===== src/core/bpm_cfg.svh =====
// Register map, field positions, codes and timing for the buck mode control
`ifndef BPM_CFG_SVH
`define BPM_CFG_SVH
`define BPM_AW 12
`define BPM_OFF_MASK 12'h00C
`define BPM_OFF_STAT 12'h010
`define BPM_OFF_CTL 12'h014
`define BPM_OFF_ACT 12'h100
`define BPM_OFF_SLP 12'h104
`define BPM_OFF_BCFG 12'h500
`define BPM_OFF_BURST 12'h504
`define BPM_RST_CTL 3'h7
`define BPM_RST_ACT 32'h3F10_0E15
`define BPM_RST_SLP 32'h0002_1D04
`define BPM_RST_BCFG 32'h0000_0000
`define BPM_RST_BURST 32'h0140_0000
`define BPM_DS_LSB 0
`define BPM_LVL_LSB 10
`define BPM_LVD_BIT 16
`define BPM_HVD_BIT 17
`define BPM_LPOFF_BIT 20
`define BPM_HVSEL_BIT 0
`define BPM_ON_BIT 0
`define BPM_LVL_1V25 2'h0
`define BPM_LVL_1V35 2'h1
`define BPM_LVL_2V5 2'h2
`define BPM_LVL_1V8 2'h3
`define BPM_DS_PULSE 2'h0
`define BPM_DS_LOW 2'h1
`define BPM_DS_NORM 2'h2
`define BPM_STAT_BUSY 0
`define BPM_EV_LSB 1
`define BPM_EV_W 3
`define BPM_SETTLE_NS 2000
`define BPM_CLK_MHZ 20
`endif


===== src/core/bpm_pkg.sv =====
// Types shared by the buck mode control design
package bpm_pkg;
  typedef enum logic [2:0] {
    PM_ACTIVE, PM_SLEEP, PM_DSLEEP, PM_PDOWN, PM_DPD
  } bpm_pmode_t;
  typedef enum logic [1:0] {ST_ACTIVE, ST_ENTER, ST_LOW} bpm_state_t;
endpackage : bpm_pkg


===== src/core/bpm_settle_timer.sv =====
// Transition settle timer that drives the busy flag
`timescale 1ns/10ps
`include "bpm_cfg.svh"
module bpm_settle_timer import bpm_pkg::*; #(
  parameter int unsigned CYC = 40
) (
  // Clock and reset
  input wire logic pclk,
  input wire logic presetn,
  // Control
  input wire logic start,
  output logic busy,
  output logic done
);
  initial begin
    if (CYC < 1 || CYC > 65535) $error("bpm_settle_timer: bad CYC");
  end
  logic [15:0] cnt_r;
  always_ff @(posedge pclk or negedge presetn) begin
    if (!presetn) cnt_r <= 16'h0000;
    else if (start) cnt_r <= 16'(CYC);
    else if (cnt_r != 16'h0000) cnt_r <= cnt_r - 16'h0001;
  end
  assign busy = (cnt_r != 16'h0000);
  assign done = (cnt_r == 16'h0001) && !start;
endmodule : bpm_settle_timer


===== src/core/bpm_apply_decode.sv =====
// Chooses the applied buck level and drive from mode and settings
`timescale 1ns/10ps
`include "bpm_cfg.svh"
module bpm_apply_decode import bpm_pkg::*; (
  // Mode context
  input wire bpm_pmode_t pm,
  input wire logic st_low,
  input wire logic sys_quiet,
  input wire logic buck_on,
  // Settings
  input wire logic [31:0] act_cfg,
  input wire logic [31:0] slp_cfg,
  // Applied result
  output logic on,
  output logic [1:0] lvl,
  output logic normal,
  output logic low,
  output logic pulsed,
  output logic bad
);
  logic [31:0] sel;
  logic [1:0] ds;
  logic deep;
  always_comb begin
    deep = (pm == PM_DSLEEP) || (pm == PM_PDOWN);
    sel = (pm == PM_ACTIVE) ? act_cfg : slp_cfg;
    ds = sel[`BPM_DS_LSB +: 2];
    lvl = sel[`BPM_LVL_LSB +: 2];
    bad = 1'b0;
    normal = 1'b0;
    low = 1'b0;
    pulsed = 1'b0;
    on = buck_on && (pm != PM_DPD);
    if (deep && slp_cfg[`BPM_LPOFF_BIT]) on = 1'b0;
    if (ds == `BPM_DS_LOW) begin
      low = 1'b1;
    end else if (ds == `BPM_DS_NORM) begin
      normal = 1'b1;
    end else if (ds == `BPM_DS_PULSE && pm != PM_ACTIVE) begin
      if (pm == PM_SLEEP) bad = 1'b1;
      if (slp_cfg[`BPM_LVD_BIT] || slp_cfg[`BPM_HVD_BIT]) bad = 1'b1;
      if (deep && st_low && sys_quiet && !bad) pulsed = 1'b1;
      else normal = 1'b1;
    end else begin
      bad = 1'b1;
      normal = 1'b1;
    end
    if (lvl == `BPM_LVL_2V5 && !normal) begin
      lvl = `BPM_LVL_1V8;
      bad = 1'b1;
    end
    if (!on) begin
      normal = 1'b0;
      low = 1'b0;
      pulsed = 1'b0;
    end
  end
endmodule : bpm_apply_decode


===== src/core/bpm_ctrl.sv =====
// Buck power mode control: APB registers, mode sequencing and outputs
// Function
// Active settings apply in Active mode, sleep settings in low-power modes.
// Entering Deep Power Down forces the buck converter off.
// Normal and low drive exist in all modes except Deep Power Down.
// Pulsed refresh takes effect only in Deep Sleep and Power Down.
// Software may turn buck off in deep modes if wakeup domains unaffected.
// The 2.5 V level is allowed only with normal drive strength.
// Software disables both voltage detectors before selecting pulsed refresh.
// Any level or drive change sets busy until the transition completes.
// Software polls busy until zero after changing level or drive.
// Level codes: 00 1.25 V, 01 1.35 V, 10 2.5 V, 11 1.8 V.
// Software sets high voltage select only with level code 10.
// Active drive: 01 low, 10 normal, 00 and 11 reserved.
// Sleep drive: 00 pulsed refresh, 01 low, 10 normal, 11 reserved.
// Buck-on bit turns converter on or off; resets on; write-once.
// Software clears buck-on when bypassed, after checking supplied domains.
// Pulsed refresh waits for all domains low, controller low, core asleep.
// Automatic mode entry or exit changing level or drive also sets busy.
`timescale 1ns/10ps
`include "bpm_cfg.svh"
module bpm_ctrl import bpm_pkg::*; (
  // Clock and reset
  input wire logic pclk,
  input wire logic presetn,
  // APB slave
  input wire logic psel,
  input wire logic penable,
  input wire logic pwrite,
  input wire logic [`BPM_AW-1:0] paddr,
  input wire logic [31:0] pwdata,
  output logic [31:0] prdata,
  output logic pready,
  output logic pslverr,
  // System power mode
  input wire logic [2:0] pm_req,
  input wire logic domains_lp,
  input wire logic cpu_asleep,
  // Buck converter control
  output logic buck_on_o,
  output logic [1:0] buck_level_o,
  output logic buck_normal_o,
  output logic buck_low_o,
  output logic buck_pulsed_o,
  output logic high_voltage_select_o,
  output logic [2:0] pm_cur_o,
  // Status
  output logic busy_o,
  output logic irq_o
);
  localparam int unsigned SETTLE_CYC =
    (`BPM_SETTLE_NS * `BPM_CLK_MHZ + 999) / 1000;
  localparam int CHK_BUSY_MAX = 64;

  bpm_pmode_t pm_r;
  bpm_state_t st_r;
  logic [2:0] ctl_r;
  logic ctl_lock_r;
  logic [31:0] act_r;
  logic [31:0] slp_r;
  logic [31:0] bcfg_r;
  logic [31:0] burst_r;
  logic [`BPM_EV_W-1:0] ev_r;
  logic [`BPM_EV_W-1:0] mask_r;
  logic [31:0] prdata_r;
  logic pslverr_r;
  logic bad_r;

  // APB decode, taken in the setup cycle so read data is registered
  logic setup;
  logic wr;
  logic hit;
  logic [31:0] rd_nxt;
  assign setup = psel && !penable;
  assign wr = psel && penable && pwrite;

  always_comb begin
    hit = 1'b1;
    rd_nxt = 32'h0000_0000;
    if (paddr == `BPM_OFF_CTL) begin
      rd_nxt[2:0] = ctl_r;
    end else if (paddr == `BPM_OFF_ACT) begin
      rd_nxt = act_r;
    end else if (paddr == `BPM_OFF_SLP) begin
      rd_nxt = slp_r;
    end else if (paddr == `BPM_OFF_BCFG) begin
      rd_nxt = bcfg_r;
    end else if (paddr == `BPM_OFF_BURST) begin
      rd_nxt = burst_r;
    end else if (paddr == `BPM_OFF_STAT) begin
      rd_nxt[`BPM_STAT_BUSY] = busy_o;
      rd_nxt[`BPM_EV_LSB +: `BPM_EV_W] = ev_r;
    end else if (paddr == `BPM_OFF_MASK) begin
      rd_nxt[`BPM_EV_LSB +: `BPM_EV_W] = mask_r;
    end else begin
      hit = 1'b0;
    end
  end

  always_ff @(posedge pclk or negedge presetn) begin
    if (!presetn) begin
      prdata_r <= 32'h0000_0000;
      pslverr_r <= 1'b0;
    end else if (setup) begin
      prdata_r <= pwrite ? 32'h0000_0000 : rd_nxt;
      pslverr_r <= !hit;
    end
  end
  assign prdata = prdata_r;
  assign pready = 1'b1;
  assign pslverr = pslverr_r;

  // Regulator control: first write locks the register
  always_ff @(posedge pclk or negedge presetn) begin
    if (!presetn) begin
      ctl_r <= `BPM_RST_CTL;
      ctl_lock_r <= 1'b0;
    end else if (wr && !pslverr_r && paddr == `BPM_OFF_CTL && !ctl_lock_r) begin
      ctl_r <= pwdata[2:0];
      ctl_lock_r <= 1'b1;
    end
  end

  always_ff @(posedge pclk or negedge presetn) begin
    if (!presetn) begin
      act_r <= `BPM_RST_ACT;
      slp_r <= `BPM_RST_SLP;
      bcfg_r <= `BPM_RST_BCFG;
      burst_r <= `BPM_RST_BURST;
      mask_r <= '0;
    end else if (wr && !pslverr_r) begin
      if (paddr == `BPM_OFF_ACT) act_r <= pwdata;
      if (paddr == `BPM_OFF_SLP) slp_r <= pwdata;
      if (paddr == `BPM_OFF_BCFG) bcfg_r <= pwdata;
      if (paddr == `BPM_OFF_BURST) burst_r <= pwdata;
      if (paddr == `BPM_OFF_MASK) begin
        mask_r <= pwdata[`BPM_EV_LSB +: `BPM_EV_W];
      end
    end
  end

  // Power mode tracking; codes above Deep Power Down are ignored
  always_ff @(posedge pclk or negedge presetn) begin
    if (!presetn) pm_r <= PM_ACTIVE;
    else if (pm_req <= 3'(PM_DPD)) pm_r <= bpm_pmode_t'(pm_req);
  end

  logic busy;
  logic done;
  always_ff @(posedge pclk or negedge presetn) begin
    if (!presetn) begin
      st_r <= ST_ACTIVE;
    end else begin
      case (st_r)
        ST_ACTIVE: if (pm_r != PM_ACTIVE) st_r <= ST_ENTER;
        ST_ENTER: begin
          if (pm_r == PM_ACTIVE) st_r <= ST_ACTIVE;
          else if (!busy) st_r <= ST_LOW;
        end
        ST_LOW: if (pm_r == PM_ACTIVE) st_r <= ST_ACTIVE;
        default: st_r <= ST_ACTIVE;
      endcase
    end
  end

  logic d_on;
  logic [1:0] d_lvl;
  logic d_norm;
  logic d_low;
  logic d_pulse;
  logic d_bad;
  bpm_apply_decode u_dec (
    .pm(pm_r),
    .st_low(st_r == ST_LOW),
    .sys_quiet(domains_lp && cpu_asleep),
    .buck_on(ctl_r[`BPM_ON_BIT]),
    .act_cfg(act_r),
    .slp_cfg(slp_r),
    .on(d_on),
    .lvl(d_lvl),
    .normal(d_norm),
    .low(d_low),
    .pulsed(d_pulse),
    .bad(d_bad)
  );

  // Applied outputs; any change except high voltage select restarts the settle timer
  logic chg;
  assign chg = (d_on != buck_on_o) || (d_lvl != buck_level_o) ||
               (d_norm != buck_normal_o) || (d_low != buck_low_o) ||
               (d_pulse != buck_pulsed_o);
  always_ff @(posedge pclk or negedge presetn) begin
    if (!presetn) begin
      buck_on_o <= 1'b1;
      buck_level_o <= `BPM_LVL_1V8;
      buck_normal_o <= 1'b0;
      buck_low_o <= 1'b1;
      buck_pulsed_o <= 1'b0;
      high_voltage_select_o <= 1'b0;
      bad_r <= 1'b0;
    end else begin
      buck_on_o <= d_on;
      buck_level_o <= d_lvl;
      buck_normal_o <= d_norm;
      buck_low_o <= d_low;
      buck_pulsed_o <= d_pulse;
      high_voltage_select_o <= bcfg_r[`BPM_HVSEL_BIT];
      bad_r <= d_bad;
    end
  end

  bpm_settle_timer #(.CYC(SETTLE_CYC)) u_tmr (
    .pclk(pclk),
    .presetn(presetn),
    .start(chg),
    .busy(busy),
    .done(done)
  );
  assign busy_o = busy || chg;
  assign pm_cur_o = pm_r;

  // Sticky events: done, bad setting, mode change; set wins over clear
  logic [`BPM_EV_W-1:0] ev_set;
  logic [`BPM_EV_W-1:0] ev_clr;
  assign ev_set = {pm_req != pm_r && pm_req <= 3'(PM_DPD),
                   d_bad && !bad_r, done};
  assign ev_clr = (wr && paddr == `BPM_OFF_STAT) ?
                  pwdata[`BPM_EV_LSB +: `BPM_EV_W] : '0;
  always_ff @(posedge pclk or negedge presetn) begin
    if (!presetn) ev_r <= '0;
    else ev_r <= (ev_r & ~ev_clr) | ev_set;
  end
  assign irq_o = |(ev_r & mask_r);

  chk_dpd_off: assert property (@(posedge pclk) disable iff (!presetn)
    pm_r == PM_DPD |=> !buck_on_o) else $error("buck on in DPD");
  chk_dpd_drive: assert property (@(posedge pclk) disable iff (!presetn)
    pm_r == PM_DPD |=> !buck_normal_o && !buck_low_o && !buck_pulsed_o)
    else $error("drive active in DPD");
  chk_refresh_gate: assert property (@(posedge pclk) disable iff (!presetn)
    buck_pulsed_o |-> $past(st_r == ST_LOW && domains_lp && cpu_asleep &&
    (pm_r == PM_DSLEEP || pm_r == PM_PDOWN)))
    else $error("pulsed refresh outside deep low power");
  chk_hv_normal: assert property (@(posedge pclk) disable iff (!presetn)
    buck_on_o && buck_level_o == `BPM_LVL_2V5 |-> buck_normal_o)
    else $error("2.5 V without normal drive");
  chk_active_level: assert property (@(posedge pclk) disable iff (!presetn)
    pm_r == PM_ACTIVE && act_r[`BPM_LVL_LSB +: 2] != `BPM_LVL_2V5
    |=> buck_level_o == $past(act_r[`BPM_LVL_LSB +: 2]))
    else $error("active level not applied");
  chk_active_low: assert property (@(posedge pclk) disable iff (!presetn)
    pm_r == PM_ACTIVE && ctl_r[`BPM_ON_BIT] &&
    act_r[`BPM_DS_LSB +: 2] == `BPM_DS_LOW |=> buck_low_o && !buck_normal_o)
    else $error("active low drive not applied");
  chk_busy_set: assert property (@(posedge pclk) disable iff (!presetn)
    $changed(buck_level_o) || $changed(buck_low_o) |-> busy_o)
    else $error("change without busy");
  chk_busy_end: assert property (@(posedge pclk) disable iff (!presetn)
    $rose(busy_o) |-> ##[1:CHK_BUSY_MAX] !busy_o)
    else $error("busy never clears");
  chk_ctl_once: assert property (@(posedge pclk) disable iff (!presetn)
    ctl_lock_r |=> $stable(ctl_r))
    else $error("control written twice");
  chk_sleep_pulse: assert property (@(posedge pclk) disable iff (!presetn)
    pm_r == PM_SLEEP |=> !buck_pulsed_o)
    else $error("pulsed refresh in sleep");
endmodule : bpm_ctrl


===== config.mk =====
export PLATFORM = sky130hd
export DESIGN_NAME = bpm_ctrl
export DESIGN_NICKNAME = d
export VERILOG_FILES = /design/src/core/bpm_pkg.sv /design/src/core/bpm_settle_timer.sv /design/src/core/bpm_apply_decode.sv /design/src/core/bpm_ctrl.sv
export VERILOG_INCLUDE_DIRS = /design/src /design/src/core
export SDC_FILE = /design/constraint.sdc
export NUM_CORES = 1
export LEC_CHECK = 0
export BUFFER_PORTS_ARGS = -buffer_cell sky130_fd_sc_hd__buf_2
export CELL_PAD_IN_SITES_DETAIL_PLACEMENT = 0
export CELL_PAD_IN_SITES_GLOBAL_PLACEMENT = 2
export CORE_MARGIN = 5
export CORE_UTILIZATION = 43
export CTS_BUF_LIST = sky130_fd_sc_hd__clkbuf_16
export CTS_CLUSTER_SIZE = 24
export DETAILED_ROUTE_END_ITERATION = 6
export PLACE_DENSITY_LB_ADDON = 0.1
export SLEW_MARGIN = 5
export SYNTH_ARGS = -nofsm -noshare
export SYNTH_HDL_FRONTEND = slang
export SYNTH_SLANG_ARGS = --single-unit

===== constraint.sdc =====
create_clock -name pclk -period 4.57 [get_ports pclk]
set_input_delay 0.2285 -clock pclk [delete_from_list [all_inputs] [get_ports pclk]]
set_output_delay 0.2285 -clock pclk [all_outputs]
set_load 0.03 [all_outputs]

Word level (Yosys, flattened, before mapping)

Cells that the tools add are included.

Order comparisons: 1
Reduce and logical (&&, ||, !) cells: 46
Multiplexer cells: 50
Bitwise logic cells: 4
Equality and inequality tests: 26
Add/sub/neg operators: 1

Operators by type and width:

| kind                    | number |
|---|---|
| $mux W32                | 4 |
| $mux W16                | 2 |
| $mux W1                 | 30 |
| $mux W29                | 1 |
| $mux W28                | 1 |
| $eq A12 B11 Y1 const B  | 2 |
| $eq A12 B5 Y1 const B   | 2 |
| $eq A12 B9 Y1 const B   | 2 |
| $logic_and A1 B1 Y1     | 18 |
| $eq A16 B1 Y1 const B   | 1 |
| $reduce_bool A16 Y1     | 1 |
| $sub A16 B1 Y16 const B | 1 |
| $eq A12 B4 Y1 const B   | 1 |
| $mux W12                | 1 |
| $mux W3                 | 4 |
| $mux W2                 | 5 |
| $reduce_and A2 Y1       | 5 |
| $logic_not A1 Y1        | 8 |
| $logic_or A1 B1 Y1      | 7 |
| $and A3 B3 Y3           | 2 |
| $eq A2 B2 Y1 const B    | 3 |
| $eq A3 B2 Y1 const B    | 2 |
| $ne A3 B3 Y1 const B    | 2 |
| $pmux W2 S3             | 1 |
| other kinds (16)        | 22 |

Register bits: 200

Longest topological paths before layout

Gate-level depths: netlist of the first run.

Depth in word-level cells: 29
Mapped depth: 9
Mapped depth without buffers: 7

Cells and area by module

A second synthesis of the first run with hierarchy kept.

Cells, all modules: 764
Area total of the unflattened synthesis: 9,193.8 um2

By module, submodules not included:

| module           | cells an instance | times used | area an instance (um2) |
|---|---|---|---|
| bpm_ctrl         | 643               | 1          | 8,104.0 |
| bpm_settle_timer | 96                | 1          | 915.9 |
| bpm_apply_decode | 25                | 1          | 173.9 |

Least setup slack after synthesis of the first run

Ideal clock, no wire load.

Path kind: register -> output
Start point: reg pm_r[1], in the netlist pm_cur_o[1]
End point: out busy_o
Path buffers: 2
Setup slack: 1,972 ps
Data arrival time: 2,369 ps
Cell stages (with the launch flop): 9
Cells stage by stage: dfrtp_1 > buf_2 > nor3_2 > buf_4 > mux2i_1 > a21boi_1 > o31ai_2 > o211ai_2 > nand2b_1

Word-level cells in the longest chain between the ends: 21

RTL lines:

| item                             | RTL line               | text |
|---|---|---|
| start, declared                  | bpm_ctrl.sv:55         | `bpm_pmode_t pm_r;` |
| start signal, assigned           | bpm_ctrl.sv:145        | `else if (pm_req <= 3'(PM_DPD)) pm_r <= bpm_pmode_t'(pm_req);` |
| $eq A3 B1 Y1                     | bpm_apply_decode.sv:40 | `if (pm == PM_SLEEP) bad = 1'b1;` |
| $mux W1                          | bpm_apply_decode.sv:40 |  |
| $mux W1                          | bpm_apply_decode.sv:41 | `` if (slp_cfg[`BPM_LVD_BIT] \|\| slp_cfg[`BPM_HVD_BIT]) bad = 1'b1; `` |
| $mux W1                          | bpm_apply_decode.sv:39 | `` end else if (ds == `BPM_DS_PULSE && pm != PM_ACTIVE) begin `` |
| $mux W1                          | bpm_apply_decode.sv:37 | `` end else if (ds == `BPM_DS_NORM) begin `` |
| $mux W1                          | bpm_apply_decode.sv:35 | `` if (ds == `BPM_DS_LOW) begin `` |
| $logic_not A1 Y1                 | bpm_apply_decode.sv:42 | `if (deep && st_low && sys_quiet && !bad) pulsed = 1'b1;` |
| $logic_and A1 B1 Y1              | bpm_apply_decode.sv:42 |  |
| [4 not listed]                   | n/a                    |  |
| $logic_not A1 Y1                 | bpm_apply_decode.sv:48 | `` if (lvl == `BPM_LVL_2V5 && !normal) begin `` |
| $logic_and A1 B1 Y1              | bpm_apply_decode.sv:48 |  |
| $mux W2                          | bpm_apply_decode.sv:48 |  |
| $ne A2 B2 Y1                     | bpm_ctrl.sv:189        | `assign chg = (d_on != buck_on_o) \|\| (d_lvl != buck_level_o) \|\|` |
| $logic_or A1 B1 Y1 (2 in series) | bpm_ctrl.sv:189        |  |
| $logic_or A1 B1 Y1               | bpm_ctrl.sv:190        | `(d_norm != buck_normal_o) \|\| (d_low != buck_low_o) \|\|` |
| $logic_or A1 B1 Y1 *             | bpm_ctrl.sv:190        |  |
| $logic_or A1 B1 Y1 *             | bpm_ctrl.sv:219        | `assign busy_o = busy \|\| chg;` |
| end, declared                    | bpm_ctrl.sv:48         | `output logic busy_o,` |

Every way passes the cells marked *; elsewhere a longest branch is shown, timed or not. The select of a mux whose other input is x is not followed.

Final worst setup path of the first run

Start point: reg pm_r[1], in the netlist pm_cur_o[1]
End point: out busy_o

Word-level cells in the longest chain between the ends: 21

RTL lines:

| item                               | RTL line               | text |
|---|---|---|
| $eq A3 B1 Y1                       | bpm_apply_decode.sv:40 |  |
| $mux W1                            | bpm_apply_decode.sv:40 |  |
| $mux W1                            | bpm_apply_decode.sv:41 |  |
| $mux W1                            | bpm_apply_decode.sv:39 |  |
| $mux W1                            | bpm_apply_decode.sv:37 |  |
| $mux W1                            | bpm_apply_decode.sv:35 |  |
| $logic_not A1 Y1                   | bpm_apply_decode.sv:42 |  |
| $logic_and A1 B1 Y1                | bpm_apply_decode.sv:42 |  |
| [4 not listed]                     | n/a                    |  |
| $logic_not A1 Y1                   | bpm_apply_decode.sv:48 |  |
| $logic_and A1 B1 Y1                | bpm_apply_decode.sv:48 |  |
| $mux W2 *                          | bpm_apply_decode.sv:48 |  |
| via d_lvl[1]                       | bpm_ctrl.sv:167        | `logic [1:0] d_lvl;` |
| $ne A2 B2 Y1 *                     | bpm_ctrl.sv:189        |  |
| $logic_or A1 B1 Y1 * (2 in series) | bpm_ctrl.sv:189        |  |
| $logic_or A1 B1 Y1 * (2 in series) | bpm_ctrl.sv:190        |  |
| $logic_or A1 B1 Y1 *               | bpm_ctrl.sv:219        |  |

Mark *: on every way through the listed nets, which the timed path passes. The rest lies on a longest branch. The select of a mux whose other input is x is not followed.

==> metrics.yaml, run 1 <==
power_and_ir_drop:
  irDropWorstVdd_mv: 0.2521
  power_density_mw_per_mm2: 361.1
  p_leak_nw: 5.324
synthesis:
  yosysWarnings: 0
  mappedNetlistArea_mm2: 0.009249
  synthArstFlopShare_pct: 100.0
  ys_seq_elements: 200
  yosysTopAreaCellShare_pct: 46.54
  ys.flop_type: "dfrtp_1"
  syn-num-nets: 824
  syn_area_per_cell_um2: 12.04
  synth.distinct_cells: 65
  ys_top_cells_by_area: "dfrtp_1 (47%), mux2_2 (20%), dfstp_2 (8.0%), o21ai_0 (3.7%), nand2_1 (3.5%)"
  synth-edff-count: 0
  seq_area_frac_synth_pct: 54.49
  netlist_instances: 768
  synth_area_leader_cell: "dfrtp_1"
finish:
  finish.utilization_pct: 50.14
  diodes: 0
  stdcell_count: 1140
  layout-drive-gt1-share_pct: 39.88
  syn_to_final_growth_pct: 14.33
  fin_nets: 908
timing:
  finalSetupViolCount: 0
  hold_ws_ps: -29.21
  tightest_slew_ps: 1092
  setup_ws_ps: 857.0
  timing.final.crit_share_pct: 81.25
  timing.slew.headroom_pct: 26.96
  maxSlewViolCount: 0
  fin_crit_ps: 3713
  tns_ps: 0
  finalHoldViolations: 24
  rsz0062_at_grt: "no"
  max_freq_ghz: 0.2693
  finClkSkew_ps: 15.44
global_routing:
  grt_pass1_vias: 6764
  antenna_found_initial: 0
  grt_max_degree: 129
  overflow: 0
  grt_usage_pct: 18.52
  grt_pass1_wl_um: 35890
floorplanning:
  coreArea_mm2: 0.02109
  start_util_pct: 43.86
  io_pins: 100
  num_rows: 53
  die_h_um: 156.7
  die_area_mm2: 0.02454
  fp.dieW_um: 156.7
flow_run:
  drv_cap: 0
cts:
  cts-hold-fix-buffers: 0
  h-tree-depth: 4
  cts.reportedPaths.clkPinSlew_ps: 80
  clock_path_buffers: 2
  cts_buffers: 17
  clock_sinks: 200
  cts_root_buffer: "clkbuf_16"
  post_cts_buffers: 0
  cts_resized: 0
  cts_tree: "done"
  clk_latency_ps: 440
critical_path:
  crit_chain: "nor3_2 > mux2_2 > or2_2 > a21oi_1 > o211ai_2 > nand2b_1 > buf_2"
  crit_fanout: 18
  cp.depth: 7
  arrival_ps: 3480
  crit_path_start_kind: "flop"
  end_kind: "output pin"
  cpMaxStageDelayCell: "nor3_2"
  cp_top_family: "simple AND/OR/NAND/NOR gates"
  max_stage_delay_ps: 680
  r2r_cells: 6
  critPathBufInv: 1
  worstSetupPathType: "flop to output pin"
  worstPathRequired_ps: 4340
placed_design:
  gp_congestion: 0.7766
  place_hpwl_um: 14090
  dp_cells: 1108
  post-place-ws_ps: 1341
  io_buffers: 98
drt:
  drt_iter0_drc: 270
  vias: 6197
  routedWlPerCell_um: 19.29
  ant_nets: 0
  wl_um: 21990
  drtPass1Iterations: 5
  drc: 0
  via_per_inst: 5.436
worst_hold_path:
  hold_class: "input port to async pin"
outcome:
  violations: "hold timing"
  status: "complete, but fails checks"
[logic make-up after synthesis]
| kind of cell | count (synthesis) | share of synthesized area [%] |
|---|---|---|
| compound gates | 114 | 7.725 |
| xor+xnor | 15 | 1.420 |
| fa+ha+maj | 2 | 0.2705 |
| buf+inv | 52 | 2.327 |
| flops | 200 | 54.49 |
| mux | 196 | 23.57 |
| other cells | 1 | 0.04055 |
| simple gates | 188 | 10.16 |
[cell usage in the layout (no fill, tap or decap), types with 3 or more instances in the layout]
cell type    n
o21ai_0     69
mux2_2     163
mux2i_1     31
nand3b_1     5
buf_2       96
nand3_2      3
a21oi_1     11
nand2b_1     8
nor3_1      10
inv_8        5
inv_6        4
and4_1       3
nand2_1     85
dfstp_2     28
nor2_1      29
nor3b_1      3
a22o_1       4
nand4_1      3
a31oi_1      4
a32o_1       3
nand3_1      3
nor2b_1      8
or3_1        3
buf_4        9
xor2_1      10
nor4_1       5
inv_1       11
dfrtp_1    172
clkbuf_16   17
xnor2_1      5
and4b_1      3
[power breakdown]
part,internal [mW],leakage [nW],switching [mW]
registers,1.85,2.64,0.0723
logic,0.163,2.40,0.259
clock network,0.732,0.280,0.746
total,2.74,5.32,1.08
[worst register-to-register path: cells and delay by family, from the launching register on]
kind,cells,cell delay (ps)
flops,1,480
mux,1,470
simple gates,3,1450
compound gates,2,670
[flip-flops by register name, indices dropped and copies added (netlist names), 16 cells and up]
name,count
prdata,32
u_tmr.cnt_r,16
bcfg_r,32
act_r,32
slp_r,32
burst_r,32
[cells in the mapped netlist (all sizes together), types with 2 or more instances]
cell,n
dfrtp,172
a22oi,2
and4,3
a22o,4
mux2i,31
nand3b,5
a222oi,2
dfstp,28
nand4b,2
xnor2,5
inv,11
nor2,29
nand4,3
nand3,6
a211oi,2
nor3b,3
a32o,3
nand2,86
o31ai,3
and2,2
ha,2
nand2b,9
or3,3
or3b,2
clkbuf,21
and3,2
or2,2
nor4,6
nor2b,8
a21oi,11
and4b,3
mux2,164
a31oi,4
xor2,10
buf,20
nor3,12
o21ai,69
[final timing paths]
kind / start / to / slack [ps]
max: pm_cur_o[1]$_DFFE_PN0P_ / busy_o / 860
min: presetn / slp_r[5]$_DFFE_PN0P_ / -30
max reg2reg: pm_cur_o[1]$_DFFE_PN0P_ / u_tmr.cnt_r[3]$_DFFE_PN0P_ / 1390
min reg2reg: bcfg_r[0]$_DFFE_PN0P_ / high_voltage_select_o$_DFF_PN0_ / 410
max in group asynchronous: presetn / ctl_r[1]$_DFFE_PN1P_ / 3410
min in group pclk: pm_req[2] / pm_cur_o[1]$_DFFE_PN0P_ / 50
[final cells by class]
| cell class | count | area, um2 |
|---|---|---|
| Tap cell | 275 | 344.1 |
| Sequential cell | 200 | 5040 |
| Clock buffer | 17 | 425.4 |
| Inverter | 11 | 41.29 |
| Timing Repair Buffer | 106 | 561.8 |
| Fill cell | 1907 | 10510 |
| Clock inverter | 15 | 152.6 |
| Multi-Input combinational cell | 516 | 4009 |
[metal layers]
layer | vias up | GRT usage, % | wire length (um)
met1 | 3160 | 24.87 | 10020
met5 | - | 0 | 0
met3 | 16 | 3.816 | 871
met4 | 0 | 4.091 | 204
met2 | 116 | 31.13 | 10890
li1 | 2905 | - | -
[per-stage QoR]
stage	total power [mW]	area [um2]
floorplan	2.220	9249
global placement	2.355	9996
detailed placement	2.378	9996
CTS	3.868	10570
global route	3.995	10570
finish	3.819	10570
Power figures use the tool's default switching activity.
==> run 2, diff against run 1 <==
--- a/config.mk
+++ b/config.mk
@@ -10,7 +10,7 @@
 export CELL_PAD_IN_SITES_DETAIL_PLACEMENT = 0
 export CELL_PAD_IN_SITES_GLOBAL_PLACEMENT = 2
 export CORE_MARGIN = 5
-export CORE_UTILIZATION = 43
+export CORE_UTILIZATION = 40
 export CTS_BUF_LIST = sky130_fd_sc_hd__clkbuf_16
 export CTS_CLUSTER_SIZE = 24
 export DETAILED_ROUTE_END_ITERATION = 6
==> constraint.sdc (replaced) <==
create_clock -name pclk -period 3.5 [get_ports pclk]
set_input_delay 0.175 -clock pclk [delete_from_list [all_inputs] [get_ports pclk]]
set_output_delay 0.175 -clock pclk [all_outputs]
set_load 0.03 [all_outputs]
==> metrics.yaml, run 2 (synthesis results as in run 1) <==
outcome:
  status: "finished clean"
drt:
  drc: 0
  vias: 6275
  via_per_inst: 5.414
  wl_um: 22560
  drtPass1Iterations: 4
  ant_nets: 0
  routedWlPerCell_um: 19.46
  drt_iter0_drc: 315
critical_path:
  crit_fanout: 18
  worstSetupPathType: "flop to output pin"
  critPathBufInv: 2
  max_stage_delay_ps: 480
  worstPathRequired_ps: 3320
  cp_top_family: "simple AND/OR/NAND/NOR gates"
  worstSetupStartpoint: "pm_cur_o[1]$_DFFE_PN0P_"
  crit_chain: "nor3_2 > buf_4 > mux2_2 > or2_2 > a21oi_1 > o211ai_4 > nand2b_1 > buf_2"
  cpMaxStageDelayCell: "dfrtp_1"
  end_kind: "output pin"
  arrival_ps: 2960
  reg2reg_from: "pm_cur_o[1]$_DFFE_PN0P_"
  crit_path_start_kind: "flop"
power_and_ir_drop:
  irDropWorstVdd_mv: 0.2722
  p_leak_nw: 5.361
  power_density_mw_per_mm2: 465.3
global_routing:
  antenna_found_initial: 1
  grt_usage_pct: 17.50
  grt_pass1_vias: 6694
  grt_max_degree: 99
  grt_pass1_wl_um: 36540
  overflow: 0
finish:
  fin_nets: 917
  finish.utilization_pct: 46.91
  diodes: 0
  layout-drive-gt1-share_pct: 40.16
  syn_to_final_growth_pct: 15.19
  mostFrequentLayoutCells: "dfrtp_1 (172), mux2_2 (163), buf_2 (96)"
  final_common_cell: "dfrtp_1"
timing:
  finalSetupViolCount: 0
  tightest_slew_ps: 815.4
  fin_crit_ps: 3136
  timing.final.crit_share_pct: 89.59
  rsz0062_at_grt: "no"
  finalHoldViolations: 0
  max_freq_ghz: 0.3189
  tns_ps: 0
  maxSlewViolCount: 0
  finClkSkew_ps: 16.47
  timing.slew.headroom_pct: 45.64
cts:
  cts_tree: "done"
  cts_buffers: 17
  post_cts_buffers: 0
  clk_latency_ps: 430
  h-tree-depth: 4
  clock_path_buffers: 2
  clock_sinks: 200
  cts.reportedPaths.clkPinSlew_ps: 80
  cts_root_buffer: "clkbuf_16"
placed_design:
  gp_congestion: 0.7880
  place_hpwl_um: 14880
  io_buffers: 98
floorplanning:
  coreArea_mm2: 0.02271
  num_rows: 55
  die_h_um: 162.1
  fp.dieW_um: 162.1
  io_pins: 100
  start_util_pct: 40.73
  die_area_mm2: 0.02626
flow_run:
  drv_cap: 0
worst_hold_path:
  hold_class: "input port to flop"
  hp-start: "pwdata[29]"
## run 2: worst paths after layout
| kind | endpoint | slack, ps | cells after the start |
|---|---|---|---|
| min | bcfg_r[29]$_DFFE_PN0P_ | 20 | 2 |
| max reg2reg | u_tmr.cnt_r[3]$_DFFE_PN0P_ | 840 | 7 |
| min in group asynchronous | bcfg_r[7]$_DFFE_PN0P_ | 420 | 2 |
| max in group asynchronous | act_r[0]$_DFFE_PN1P_ | 2110 | 3 |
| min reg2reg | high_voltage_select_o$_DFF_PN0_ | 410 | 0 |
| max | busy_o | 360 | 8 |
## run 2: layout make-up
type,instances,area (um2)
clock inverter,15,138.9
sequential,200,5040
fill,2086,12060
inverter,11,41.29
timing repair buffer,115,634.4
clock buffer,17,425.4
multi-input combinational,516,4018
tap,285,356.6
## run 2: through the flow
step,area (um2),setup WS (ps),total power [mW],hold slack (ps),cells
after CTS,10650,163.8,5.021,0.7581,1159
after global placement,10060,690.2,3.085,302.8,1125
after global routing,10650,138.6,5.196,7.702,1159
final,10650,364.3,4.957,15.03,1159
after floorplan,9249,937.2,2.899,-120.6,768
after detailed placement,10060,633.4,3.114,335.3,1125
## run 2: metal layers
layer / track usage (%) / part of all wire [%]
met2: 29.38 / 50
met3: 3.502 / 3.4
met4: 3.729 / 0.86
met1: 23.68 / 46
met5: 0 / 0.058
## run 2: power by group
part | switching, mW | total (mW) | internal (mW)
Combinational | 0.339 | 0.557 | 0.218
Clock | 0.950 | 1.89 | 0.943
Sequential | 0.0967 | 2.51 | 2.41
## run 2: timing repair
action                                  4_1_cts  5_1_grt
hold endpoints to repair                     86        0
endpoints found under the setup margin        0        1
gates resized for setup                       0        1
hold buffers                                  2        0
==> run 3, diff against run 2 <==
--- a/config.mk
+++ b/config.mk
@@ -10,7 +10,7 @@
 export CELL_PAD_IN_SITES_DETAIL_PLACEMENT = 0
 export CELL_PAD_IN_SITES_GLOBAL_PLACEMENT = 2
 export CORE_MARGIN = 5
-export CORE_UTILIZATION = 40
+export CORE_UTILIZATION = 43
 export CTS_BUF_LIST = sky130_fd_sc_hd__clkbuf_16
 export CTS_CLUSTER_SIZE = 24
 export DETAILED_ROUTE_END_ITERATION = 6
==> constraint.sdc (replaced) <==
create_clock -name pclk -period 3.71 [get_ports pclk]
set_input_delay 0.1855 -clock pclk [delete_from_list [all_inputs] [get_ports pclk]]
set_output_delay 0.1855 -clock pclk [all_outputs]
set_load 0.03 [all_outputs]
==> metrics.yaml, run 3 (synthesis results as in run 1) <==
outcome:
  status: "finished clean"
timing:
  finClkSkew_ps: 8.104
  hold_ws_ps: 21.66
  maxSlewViolCount: 0
  rsz0062_at_grt: "no"
  setup_ws_ps: 481.7
  finalHoldViolations: 0
  max_freq_ghz: 0.3098
  tns_ps: 0
  fin_crit_ps: 3228
  timing.slew.headroom_pct: 26.35
  tightest_slew_ps: 1102
  timing.final.crit_share_pct: 87.02
  finalSetupViolCount: 0
cts:
  cts_buffers: 17
  clk_latency_ps: 430
  h-tree-depth: 4
  cts_resized: 0
  clock_path_buffers: 2
  cts_root_buffer: "clkbuf_16"
  post_cts_buffers: 0
  clock_sinks: 200
  cts-hold-fix-buffers: 1
  cts_tree: "done"
  cts.reportedPaths.clkPinSlew_ps: 70
placed_design:
  post-place-ws_ps: 899.4
  gp_congestion: 0.8237
  place_hpwl_um: 14300
  placed_cell_area_mm2: 0.01005
  io_buffers: 98
  dp_cells: 1114
drt:
  routedWlPerCell_um: 18.75
  vias: 6216
  drtPass1Iterations: 4
  wl_um: 21510
  drt_iter0_drc: 273
  via_per_inst: 5.419
  drc: 0
  ant_nets: 0
critical_path:
  max_stage_delay_ps: 480
  worstSetupPathType: "flop to output pin"
  crit_path_start_kind: "flop"
  cpMaxStageDelayCell: "dfrtp_1"
  crit_chain: "nor3_2 > buf_4 > mux2_2 > or2_2 > a21oi_1 > o211ai_2 > nand2b_1 > buf_2"
  worstPathRequired_ps: 3520
  worstSetupStartpoint: "pm_cur_o[1]$_DFFE_PN0P_"
  crit_fanout: 18
  end_kind: "output pin"
  cp_top_family: "simple AND/OR/NAND/NOR gates"
  critPathBufInv: 2
  r2r_setup_slack_ps: 930
  arrival_ps: 3040
  reg2reg_from: "pm_cur_o[1]$_DFFE_PN0P_"
finish:
  fin_area_mm2: 0.01059
  mostFrequentLayoutCells: "dfrtp_1 (172), mux2_2 (163), buf_2 (96)"
  layout-drive-gt1-share_pct: 39.79
  final_common_cell: "dfrtp_1"
  stdcell_count: 1147
  syn_to_final_growth_pct: 14.50
  diodes: 0
  finish.utilization_pct: 50.22
  fin_nets: 915
power_and_ir_drop:
  p_leak_nw: 5.348
  clkPwrFrac_pct: 37.0
  irDropWorstVdd_mv: 0.3193
  power.switching_mw: 1.237
  p_comb_share_pct: 11.4
  power_density_mw_per_mm2: 432.4
  power_frac_seq_pct: 51.6
  internal_power_mw: 3.342
  sw_frac_of_total_pct: 27.01
  power_mw: 4.579
global_routing:
  grt_max_degree: 132
  antenna_found_initial: 0
  grt_pass1_vias: 6683
  grt_pass1_wl_um: 35300
  grt_usage_pct: 18.02
  overflow: 0
flow_run:
  drv_cap: 0
floorplanning:
  coreArea_mm2: 0.02109
  die_h_um: 156.7
  io_pins: 100
  die_area_mm2: 0.02454
  start_util_pct: 43.86
  fp.dieW_um: 156.7
  num_rows: 53
worst_hold_path:
  hp-start: "pm_req[2]"
  hold_class: "input port to flop"
run 3: worst reg2reg max path, stage by stage (launching register included):
cell	delay, ps
dfrtp_1	480
nor3_2	200
buf_4	200
mux2_2	400
or2_2	280
a21oi_1	220
o211ai_2	360
or3b_1	500
run 3: power by group through the flow:
stage                     Sequential, mW  Clock, mW  Combinational [mW]
final                               2.36       1.69               0.524
after global routing                2.38       1.82               0.591
after CTS                           2.36       1.74               0.531
after detailed placement            2.40          0               0.529
after global placement              2.40          0               0.507
after floorplan                     2.39          0               0.346
run 3: area by class of cell:
cell class	count	area, um2
clock inverters	15	101.3
well taps	275	344.1
clock buffers	17	425.4
repair buffers	113	629.4
flip-flops and latches	200	5040
multi-input cells	516	4009
fillers	1904	10500
inverters	11	41.29
run 3: final timing paths:
path | end | cells past startpoint
setup / recovery | busy_o | 8
hold / removal | pm_cur_o[0]$_DFFE_PN0P_ | 2
setup reg to reg | u_tmr.cnt_r[3]$_DFFE_PN0P_ | 7
hold reg to reg | high_voltage_select_o$_DFF_PN0_ | 0
max in group asynchronous | burst_r[24]$_DFFE_PN1P_ | 3
min in group asynchronous | burst_r[6]$_DFFE_PN0P_ | 2
run 3: routing by layer:
layer	track usage, %	up-vias	share of wire, %
met4	5.289	0	1.3
met3	2.710	21	3.2
li1	-	2909	-
met2	30.05	103	48
met1	24.49	3183	47
met5	0	-	0
